--- src/rxpcs_pkg.sv ---
// rxpcs_pkg: constants, register map and states for the receive pcs control block
package rxpcs_pkg;
  // lane geometry
  localparam int LANES_DEF     = 20;
  localparam int ERR_W         = 4;
  localparam int HDR_W         = 2;
  // 64b/66b sync header patterns that count as legal
  localparam logic [1:0] HDR_DATA = 2'h1;
  localparam logic [1:0] HDR_CTRL = 2'h2;
  // timing in cycles of the 100 MHz clock
  localparam int REPORT_CYCLES  = 8;
  localparam int LOCK_GOOD      = 64;
  localparam int REALIGN_CYCLES = 16;
  localparam int CNT_W          = 8;
  // avalon register byte offsets
  localparam logic [4:0] OFS_CTRL     = 5'h00;
  localparam logic [4:0] OFS_STATUS   = 5'h04;
  localparam logic [4:0] OFS_INT_STAT = 5'h08;
  localparam logic [4:0] OFS_INT_CLR  = 5'h0C;
  localparam logic [4:0] OFS_INT_EN   = 5'h10;
  localparam logic [4:0] OFS_LOCKED   = 5'h14;
  // control fields
  localparam int CTRL_SW_EN_BIT  = 0;
  localparam int CTRL_REALIGN_BIT = 1;
  localparam logic [1:0] CTRL_RESET = 2'h1;
  // status fields
  localparam int ST_ALIGNED_BIT = 0;
  localparam int ST_ACTIVE_BIT  = 1;
  localparam int ST_INPKT_BIT   = 2;
  localparam int ST_STOPPED_BIT = 3;
  // interrupt event bits
  localparam int EV_W           = 3;
  localparam int EV_ALIGNED     = 0;
  localparam int EV_FRAME_ERR   = 1;
  localparam int EV_STOPPED     = 2;
  localparam logic [2:0] INT_EN_RESET = 3'h0;
  localparam logic [31:0] UNMAPPED_DATA = 32'h0;
  typedef enum logic [1:0] {ALN_REALIGN, ALN_HUNT, ALN_RUN} rxpcs_aln_t;
endpackage

--- src/rxpcs_ctrl.sv ---
// rxpcs_ctrl: receive enable gating, forced realign and per-lane framing error stats
//
// Implementation choices: the register offsets and the Avalon-MM register port.
`timescale 1ns/1ps
`default_nettype none

// Contract
// - enable low: finish current packet, then stop decoding and accepting.
// - while disabled: no statistics reported, local packet bus idle.
// - force realign high resets path, relocks lanes, realigns; low runs normally.
// - each lane drives its own four-bit sync header error count.
// - a lane count means something only while its valid bit is high.
// - counts may change in any cycle, no fixed schedule promised.
// - count outputs exist for lanes zero to seventeen, same format.
// - lanes eighteen and nineteen too: twenty lanes, each with valid.
module rxpcs_ctrl
  import rxpcs_pkg::*;
#(
  parameter int LANES  = LANES_DEF,
  parameter int DATA_W = 64
) (
  // clock and reset
  input  wire logic                     clock,
  input  wire logic                     rstn,
  // control from user logic
  input  wire logic                     rx_path_enable,
  input  wire logic                     rx_force_realign,
  // sync headers per lane from the gearbox
  input  wire logic [LANES-1:0]         lane_hdr_valid,
  input  wire logic [LANES*HDR_W-1:0]   lane_hdr,
  // decoded packet stream
  input  wire logic                     dec_valid,
  input  wire logic                     dec_sop,
  input  wire logic                     dec_eop,
  input  wire logic [DATA_W-1:0]        dec_data,
  // local packet bus
  output logic                          local_packet_bus_valid,
  output logic                          local_packet_bus_sop,
  output logic                          local_packet_bus_eop,
  output logic [DATA_W-1:0]             local_packet_bus_data,
  // framing error statistics
  output logic [LANES*ERR_W-1:0]        framing_err_count,
  output logic [LANES-1:0]              framing_err_valid,
  // status
  output logic                          rx_aligned,
  output logic                          decode_enable,
  // avalon-mm slave
  input  wire logic [4:0]               avs_address,
  input  wire logic                     avs_read,
  input  wire logic                     avs_write,
  input  wire logic [31:0]              avs_writedata,
  output logic [31:0]                   avs_readdata,
  output logic                          avs_waitrequest,
  // interrupt
  output logic                          irq
);

  function automatic logic hdr_bad(input logic [1:0] h);
    hdr_bad = (h != HDR_DATA) && (h != HDR_CTRL);
  endfunction

  rxpcs_aln_t                aln_reg;
  logic [CNT_W-1:0]          aln_cnt_reg;
  logic [LANES-1:0]          lock_reg;
  logic [CNT_W-1:0]          good_cnt_reg [LANES];
  logic [ERR_W-1:0]          acc_reg [LANES];
  logic [LANES-1:0]          seen_reg;
  logic [CNT_W-1:0]          win_cnt_reg;
  logic                      in_pkt_reg;
  logic                      stopped_reg;
  logic [1:0]                ctrl_reg;
  logic [EV_W-1:0]           int_stat_reg;
  logic [EV_W-1:0]           int_en_reg;
  logic                      ack_reg;
  logic                      realign_req;
  logic                      rx_on;
  logic                      start_ok;
  logic                      beat_take;
  logic                      win_end;
  logic                      any_err;
  logic [EV_W-1:0]           ev_set;
  logic                      req;
  logic                      wr_take;
  logic                      rd_take;

  // software realign ORs into the pin so either source can restart alignment
  assign realign_req = rx_force_realign | ctrl_reg[CTRL_REALIGN_BIT];
  assign rx_on       = rx_path_enable & ctrl_reg[CTRL_SW_EN_BIT];
  assign rx_aligned  = (aln_reg == ALN_RUN);
  // decoding is frozen once stopped; a packet in flight keeps it running
  assign decode_enable = ~stopped_reg;
  assign start_ok    = rx_on & rx_aligned;
  assign beat_take   = dec_valid & rx_aligned &
                       (in_pkt_reg | (dec_sop & start_ok));
  assign win_end     = (win_cnt_reg == CNT_W'(REPORT_CYCLES - 1));

  // alignment sequencer
  always_ff @(posedge clock) begin
    if (!rstn) begin
      aln_reg     <= ALN_REALIGN;
      aln_cnt_reg <= '0;
    end else if (realign_req) begin
      aln_reg     <= ALN_REALIGN;
      aln_cnt_reg <= '0;
    end else begin
      case (aln_reg)
        ALN_REALIGN: begin
          aln_cnt_reg <= aln_cnt_reg + CNT_W'(1);
          if (aln_cnt_reg == CNT_W'(REALIGN_CYCLES - 1)) begin
            aln_reg <= ALN_HUNT;
          end
        end
        ALN_HUNT: begin
          if (&lock_reg) begin
            aln_reg <= ALN_RUN;
          end
        end
        ALN_RUN: begin
          if (!(&lock_reg)) begin
            aln_reg <= ALN_HUNT;
          end
        end
        default: aln_reg <= ALN_REALIGN;
      endcase
    end
  end

  // per-lane header lock: consecutive legal headers, any bad header drops it
  always_ff @(posedge clock) begin
    if (!rstn) begin
      lock_reg <= '0;
      for (int i = 0; i < LANES; i++) begin
        good_cnt_reg[i] <= '0;
      end
    end else if (realign_req || aln_reg == ALN_REALIGN || stopped_reg) begin
      lock_reg <= '0;
      for (int i = 0; i < LANES; i++) begin
        good_cnt_reg[i] <= '0;
      end
    end else begin
      for (int i = 0; i < LANES; i++) begin
        if (lane_hdr_valid[i]) begin
          if (hdr_bad(lane_hdr[i*HDR_W +: HDR_W])) begin
            good_cnt_reg[i] <= '0;
            lock_reg[i]     <= 1'b0;
          end else if (good_cnt_reg[i] == CNT_W'(LOCK_GOOD - 1)) begin
            lock_reg[i] <= 1'b1;
          end else begin
            good_cnt_reg[i] <= good_cnt_reg[i] + CNT_W'(1);
          end
        end
      end
    end
  end

  // packet gate: enable drop lets the current packet end, then stops
  always_ff @(posedge clock) begin
    if (!rstn) begin
      in_pkt_reg  <= 1'b0;
      stopped_reg <= 1'b1;
    end else begin
      if (realign_req || !rx_aligned) begin
        in_pkt_reg <= 1'b0;
      end else if (beat_take) begin
        in_pkt_reg <= ~dec_eop;
      end
      if (rx_on) begin
        stopped_reg <= 1'b0;
      end else if (!in_pkt_reg || (beat_take && dec_eop)) begin
        stopped_reg <= 1'b1;
      end
    end
  end

  // local packet bus register; idle whenever nothing is taken
  always_ff @(posedge clock) begin
    if (!rstn) begin
      local_packet_bus_valid <= 1'b0;
      local_packet_bus_sop   <= 1'b0;
      local_packet_bus_eop   <= 1'b0;
      local_packet_bus_data  <= '0;
    end else begin
      local_packet_bus_valid <= beat_take;
      local_packet_bus_sop   <= beat_take & dec_sop;
      local_packet_bus_eop   <= beat_take & dec_eop;
      local_packet_bus_data  <= beat_take ? dec_data : '0;
    end
  end

  // report window; window shorter than 16 keeps the 4-bit count from wrapping
  always_ff @(posedge clock) begin
    if (!rstn || stopped_reg) begin
      win_cnt_reg <= '0;
    end else if (win_end) begin
      win_cnt_reg <= '0;
    end else begin
      win_cnt_reg <= win_cnt_reg + CNT_W'(1);
    end
  end

  // per-lane error accumulation and reporting
  always_ff @(posedge clock) begin
    if (!rstn || stopped_reg) begin
      seen_reg          <= '0;
      framing_err_count <= '0;
      framing_err_valid <= '0;
      for (int i = 0; i < LANES; i++) begin
        acc_reg[i] <= '0;
      end
    end else begin
      for (int i = 0; i < LANES; i++) begin
        logic [ERR_W-1:0] sum;
        logic             hit;
        sum = '0;
        hit = 1'b0;
        hit = lane_hdr_valid[i];
        sum = acc_reg[i] +
              ERR_W'(hit & hdr_bad(lane_hdr[i*HDR_W +: HDR_W]));
        if (win_end) begin
          framing_err_count[i*ERR_W +: ERR_W] <= sum;
          framing_err_valid[i] <= seen_reg[i] | hit;
          acc_reg[i]  <= '0;
          seen_reg[i] <= 1'b0;
        end else begin
          framing_err_valid[i] <= 1'b0;
          acc_reg[i]  <= sum;
          seen_reg[i] <= seen_reg[i] | hit;
        end
      end
    end
  end

  assign any_err = |framing_err_count;

  assign ev_set[EV_ALIGNED]   = (aln_reg == ALN_HUNT) & (&lock_reg) & ~realign_req;
  assign ev_set[EV_FRAME_ERR] = (|framing_err_valid) & any_err;
  assign ev_set[EV_STOPPED]   = ~stopped_reg & ~rx_on &
                                (~in_pkt_reg | (beat_take & dec_eop));

  // avalon slave: one wait cycle, then answer
  assign req             = avs_read | avs_write;
  assign avs_waitrequest = req & ~ack_reg;
  assign wr_take         = avs_write & ack_reg;
  assign rd_take         = avs_read & ~ack_reg;

  always_ff @(posedge clock) begin
    if (!rstn) begin
      ack_reg <= 1'b0;
    end else begin
      ack_reg <= req & ~ack_reg;
    end
  end

  always_ff @(posedge clock) begin
    if (!rstn) begin
      ctrl_reg   <= CTRL_RESET;
      int_en_reg <= INT_EN_RESET;
    end else begin
      // realign bit self-clears so a write acts as a one-cycle pulse
      ctrl_reg[CTRL_REALIGN_BIT] <= 1'b0;
      if (wr_take && avs_address == OFS_CTRL) begin
        ctrl_reg <= avs_writedata[1:0];
      end
      if (wr_take && avs_address == OFS_INT_EN) begin
        int_en_reg <= avs_writedata[EV_W-1:0];
      end
    end
  end

  // sticky events: a set in the clearing cycle survives
  always_ff @(posedge clock) begin
    if (!rstn) begin
      int_stat_reg <= '0;
    end else if (wr_take && avs_address == OFS_INT_CLR) begin
      int_stat_reg <= (int_stat_reg & ~avs_writedata[EV_W-1:0]) | ev_set;
    end else begin
      int_stat_reg <= int_stat_reg | ev_set;
    end
  end

  always_ff @(posedge clock) begin
    if (!rstn) begin
      avs_readdata <= '0;
    end else if (rd_take) begin
      case (avs_address)
        OFS_CTRL:     avs_readdata <= {30'h0, ctrl_reg};
        OFS_STATUS:   avs_readdata <= {28'h0, stopped_reg, in_pkt_reg,
                                       ~stopped_reg, rx_aligned};
        OFS_INT_STAT: avs_readdata <= {29'h0, int_stat_reg};
        OFS_INT_EN:   avs_readdata <= {29'h0, int_en_reg};
        OFS_LOCKED:   avs_readdata <= 32'(lock_reg);
        default:      avs_readdata <= UNMAPPED_DATA;
      endcase
    end
  end

  assign irq = |(int_stat_reg & int_en_reg);

endmodule

`default_nettype wire

--- config.mk ---
export PLATFORM = sky130hd
export DESIGN_NAME = rxpcs_ctrl
export DESIGN_NICKNAME = d
export VERILOG_FILES = /design/src/rxpcs_pkg.sv /design/src/rxpcs_ctrl.sv
export SDC_FILE = /design/constraint.sdc
export NUM_CORES = 1
export LEC_CHECK = 0
export ABC_AREA = 1
export ABC_CLOCK_PERIOD_IN_PS = 1800
export BUFFER_PORTS_ARGS = -buffer_cell sky130_fd_sc_hd__buf_2
export CAP_MARGIN = 30
export CORE_ASPECT_RATIO = 1.2
export CORE_MARGIN = 1
export CORE_UTILIZATION = 36
export DETAILED_ROUTE_END_ITERATION = 7
export SYNTH_ARGS = -nofsm -noshare
export SYNTH_HDL_FRONTEND = slang
export SYNTH_SLANG_ARGS = --single-unit
--- constraint.sdc ---
create_clock -name clock -period 1.8 [get_ports clock]
set_input_delay 0.36 -clock clock [delete_from_list [all_inputs] [get_ports clock]]
set_output_delay 0.36 -clock clock [all_outputs]
set_load 0.01 [all_outputs]
==> impl_metrics.env <==
export IMPL_status="finished, final reports clean"
export IMPL_num_io_pins=373
export IMPL_ys_ff_latch=496
export IMPL_path_class="reg2reg"
export IMPL_finalMaxSlewViolations=0
export IMPL_p_clk_share_pct=47.0
export IMPL_cap_violations=0
export IMPL_placed_area_mm2=0.0251
export IMPL_clock_skew_ns=0.0278
export IMPL_ant_nets=0
export IMPL_top_layer="met5"
export IMPL_gr_total_overflow=0
export IMPL_hold_path_class="in2reg"
export IMPL_die_area_mm2=0.0592
export IMPL_finish_instance_area_mm2=0.0279
export IMPL_arrival_ns=2.10
export IMPL_netlist_area_mm2=0.0210
export IMPL_yosysSeqAreaShare_pct=58.8
export IMPL_core_area_mm2=0.0574
export IMPL_dr_first_iter_drc_count=643
export IMPL_syn_to_final_growth_pct=33.2
export IMPL_cts_num_sinks=496
export IMPL_wl_met2_um=27000
export IMPL_dr_pass1_iters=5
export IMPL_p_leak_nw=12.3
export IMPL_ir_worst_vdd_uv=829
export IMPL_nFillCells=5265
export IMPL_wl_per_cell_um=14.7
export IMPL_yosys_warnings=0
export IMPL_multi_input_comb_area_mm2=0.00782
export IMPL_syn_inst=2197
export IMPL_synthDistinctLibCells=43
export IMPL_die_h_um=266
export IMPL_max_freq_mhz=565
export IMPL_route_met3_wl_um=2850
export IMPL_viasPerCell=4.55
export IMPL_nets=3084
export IMPL_drc=0
export IMPL_holdWs_ns=0.0425
export IMPL_grtUsageTotal_pct=17.8
export IMPL_die_x_um=222
export IMPL_fin_crit_ns=1.77
export IMPL_pwr_share_comb_pct=4.7
export IMPL_crit_path_max_fanout=8
export IMPL_cts_buffer_depth=3
export IMPL_switching_power_mw=5.31
export IMPL_wl_um=53600
export IMPL_grt_pass1_wl_um=83900
export IMPL_cts_tree="done"
export IMPL_tns_ns=0
export IMPL_p_int_mw=19.5
export IMPL_place_congestion=0.812
export IMPL_grt_pass1_vias=16422
export IMPL_port_buffers=331
export IMPL_p_sw_share_pct=21.5
export IMPL_initial_utilization_pct=36.5
export IMPL_cts_root_buf="clkbuf_16"
export IMPL_rows=96
export IMPL_vias=16530
export IMPL_endpoint_kind="flip-flop"
export IMPL_p_per_area_mw_per_mm2=887
export IMPL_drive_gt1_share_pct=23.6
export IMPL_antenna_found_initial=4
export IMPL_htree_num_levels=2
export IMPL_hpwl_um=39600
export IMPL_hold_violations=0
export IMPL_min_period_over_period_pct=98.3
export IMPL_grt_max_degree=53
export IMPL_largest_reg_flops=160
export IMPL_p_seq_share_pct=48.3
export IMPL_worst_ep_required_time_ns=2.14
export IMPL_final_core_util_pct=48.6
export IMPL_seqCellArea_mm2=0.0123
export IMPL_setup_viol=0
export IMPL_p_total_mw=24.8
export IMPL_clk_pin_slew_ns=0.06
export IMPL_clk_latency_ns=0.60
export IMPL_rrSetupSlack_ns=0.03
export IMPL_rsz0062_at_grt="yes"
export IMPL_worst_setup_path_start_kind="flip-flop"
export IMPL_syn_area_per_cell_um2=9.55
export IMPL_cts_inserted_buffers=53
export IMPL_drt_met1_wl_um=22300
per-layer routing:
metal	GRT usage, %	up-vias
met5	0	-
li1	-	8400
met1	20.4	7673
met4	5.42	6
met2	32.7	365
met3	3.97	86
worst paths after layout:
path         depth (start not counted)                              endpoint                              from
max                                  7      good_cnt_reg[0][7]$_SDFFCE_PN0P_  good_cnt_reg[0][0]$_SDFFCE_PN0P_
min                                  3  local_packet_bus_data[28]$_SDFF_PN0_                      dec_data[28]
max reg2reg                          7      good_cnt_reg[0][7]$_SDFFCE_PN0P_  good_cnt_reg[0][0]$_SDFFCE_PN0P_
min reg2reg                          2       framing_err_valid[4]$_SDFF_PP0_            seen_reg[4]$_SDFF_PN0_
power by group through the flow:
stage	sequential, mW	clock [mW]	combinational [mW]
final	12.0	11.6	1.16
after global routing	12.0	12.4	1.30
after floorplan	12.2	0	0.475
after detailed placement	12.2	0	1.06
after CTS	12.0	12.0	1.17
after global placement	12.2	0	1.04
synthesized netlist by cell type, drive strengths merged:
master	number	area, um^2
xnor2	53	464
nand3	98	503
nor3b	12	105
a31oi	3	18.8
edfxtp	240	7210
conb	2	7.51
clkbuf	29	109
o21ai	107	536
or3	1	6.26
nand4	40	275
a21oi	87	443
dfxtp	256	5120
o2111ai	10	150
nand3b	4	30.0
o22ai	13	81.3
or2	6	37.5
nor3	38	190
and3	3	18.8
xor2	89	780
buf	35	214
nor2	452	1710
a31o	1	8.76
o21a	20	150
ha	62	776
inv	281	1060
o211ai	1	7.51
clkinv	1	3.75
nand2	247	927
a22o	1	8.76
nor4	5	31.3
critical path, cell delays in order, from the launching register on:
cell,delay (ns)
edfxtp_1,0.41
ha_2,0.23
nand2_2,0.07
nor2_4,0.11
nand4_1,0.17
o2111ai_2,0.28
buf_6,0.19
nor2_2,0.04
per-stage QoR:
stage                     cells  worst slack [ns]
final                      3633            0.0308
after global routing       3632           -0.0744
after CTS                  3615           0.00178
after detailed placement   3455            -0.278
after global placement     3455            -0.212
after floorplan            2287           0.00104
repair_timing:
| item | 4_1_cts | 5_1_grt |
|---|---|---|
| setup buffers | 0 | 17 |
| resized for setup | 6 | 53 |
| pin swaps | 0 | 21 |
| hold endpoints to repair | 60 | 0 |
| hold buffers | 60 | 0 |
| endpoints found under the setup margin | 36 | 298 |
cell type report:
cell class,instances,share of cell area (%)
antenna,1,0.00896
inverter,282,3.82
sequential,496,44.1
clock buffer,77,5.85
clock inverter,23,0.945
timing repair buffer,574,13.9
multi-input combinational,1445,28.0
tap,735,3.29
cell families (layout without fill, tap and decap cells):
family / Yosys count / count (layout) / share of synthesized area, %
flip-flops: 496 / 496 / 58.8
buffers and inverters: 346 / 956 / 6.60
adder cells (fa/ha/maj): 62 / 62 / 3.70
AO/OA/AOI/OAI: 243 / 243 / 6.69
XOR/XNOR: 142 / 142 / 5.93
other: 2 / 93 / 0.0358
AND/OR/NAND/NOR: 906 / 906 / 18.3
cell usage in the layout (no fill, tap or decap), types with 10 or more instances in the layout:
cell and n:
nand2_1 233, buf_2 330, o21a_1 20, nor2_2 14, o22ai_1 13, xnor2_1 53, dfxtp_1 256, buf_12 18
o2111ai_2 10, edfxtp_1 240, inv_1 278, clkbuf_16 58, nand4_1 36, nand3_1 95, clkbuf_8 11, clkinv_2 10
nor3_1 32, xor2_1 89, dlygate4sd3_1 60, conb_1 92, buf_4 157, nor2_1 431, ha_1 56, o21ai_0 105
a21oi_1 85
No activity file was read; power rests on OpenSTA's default activity.
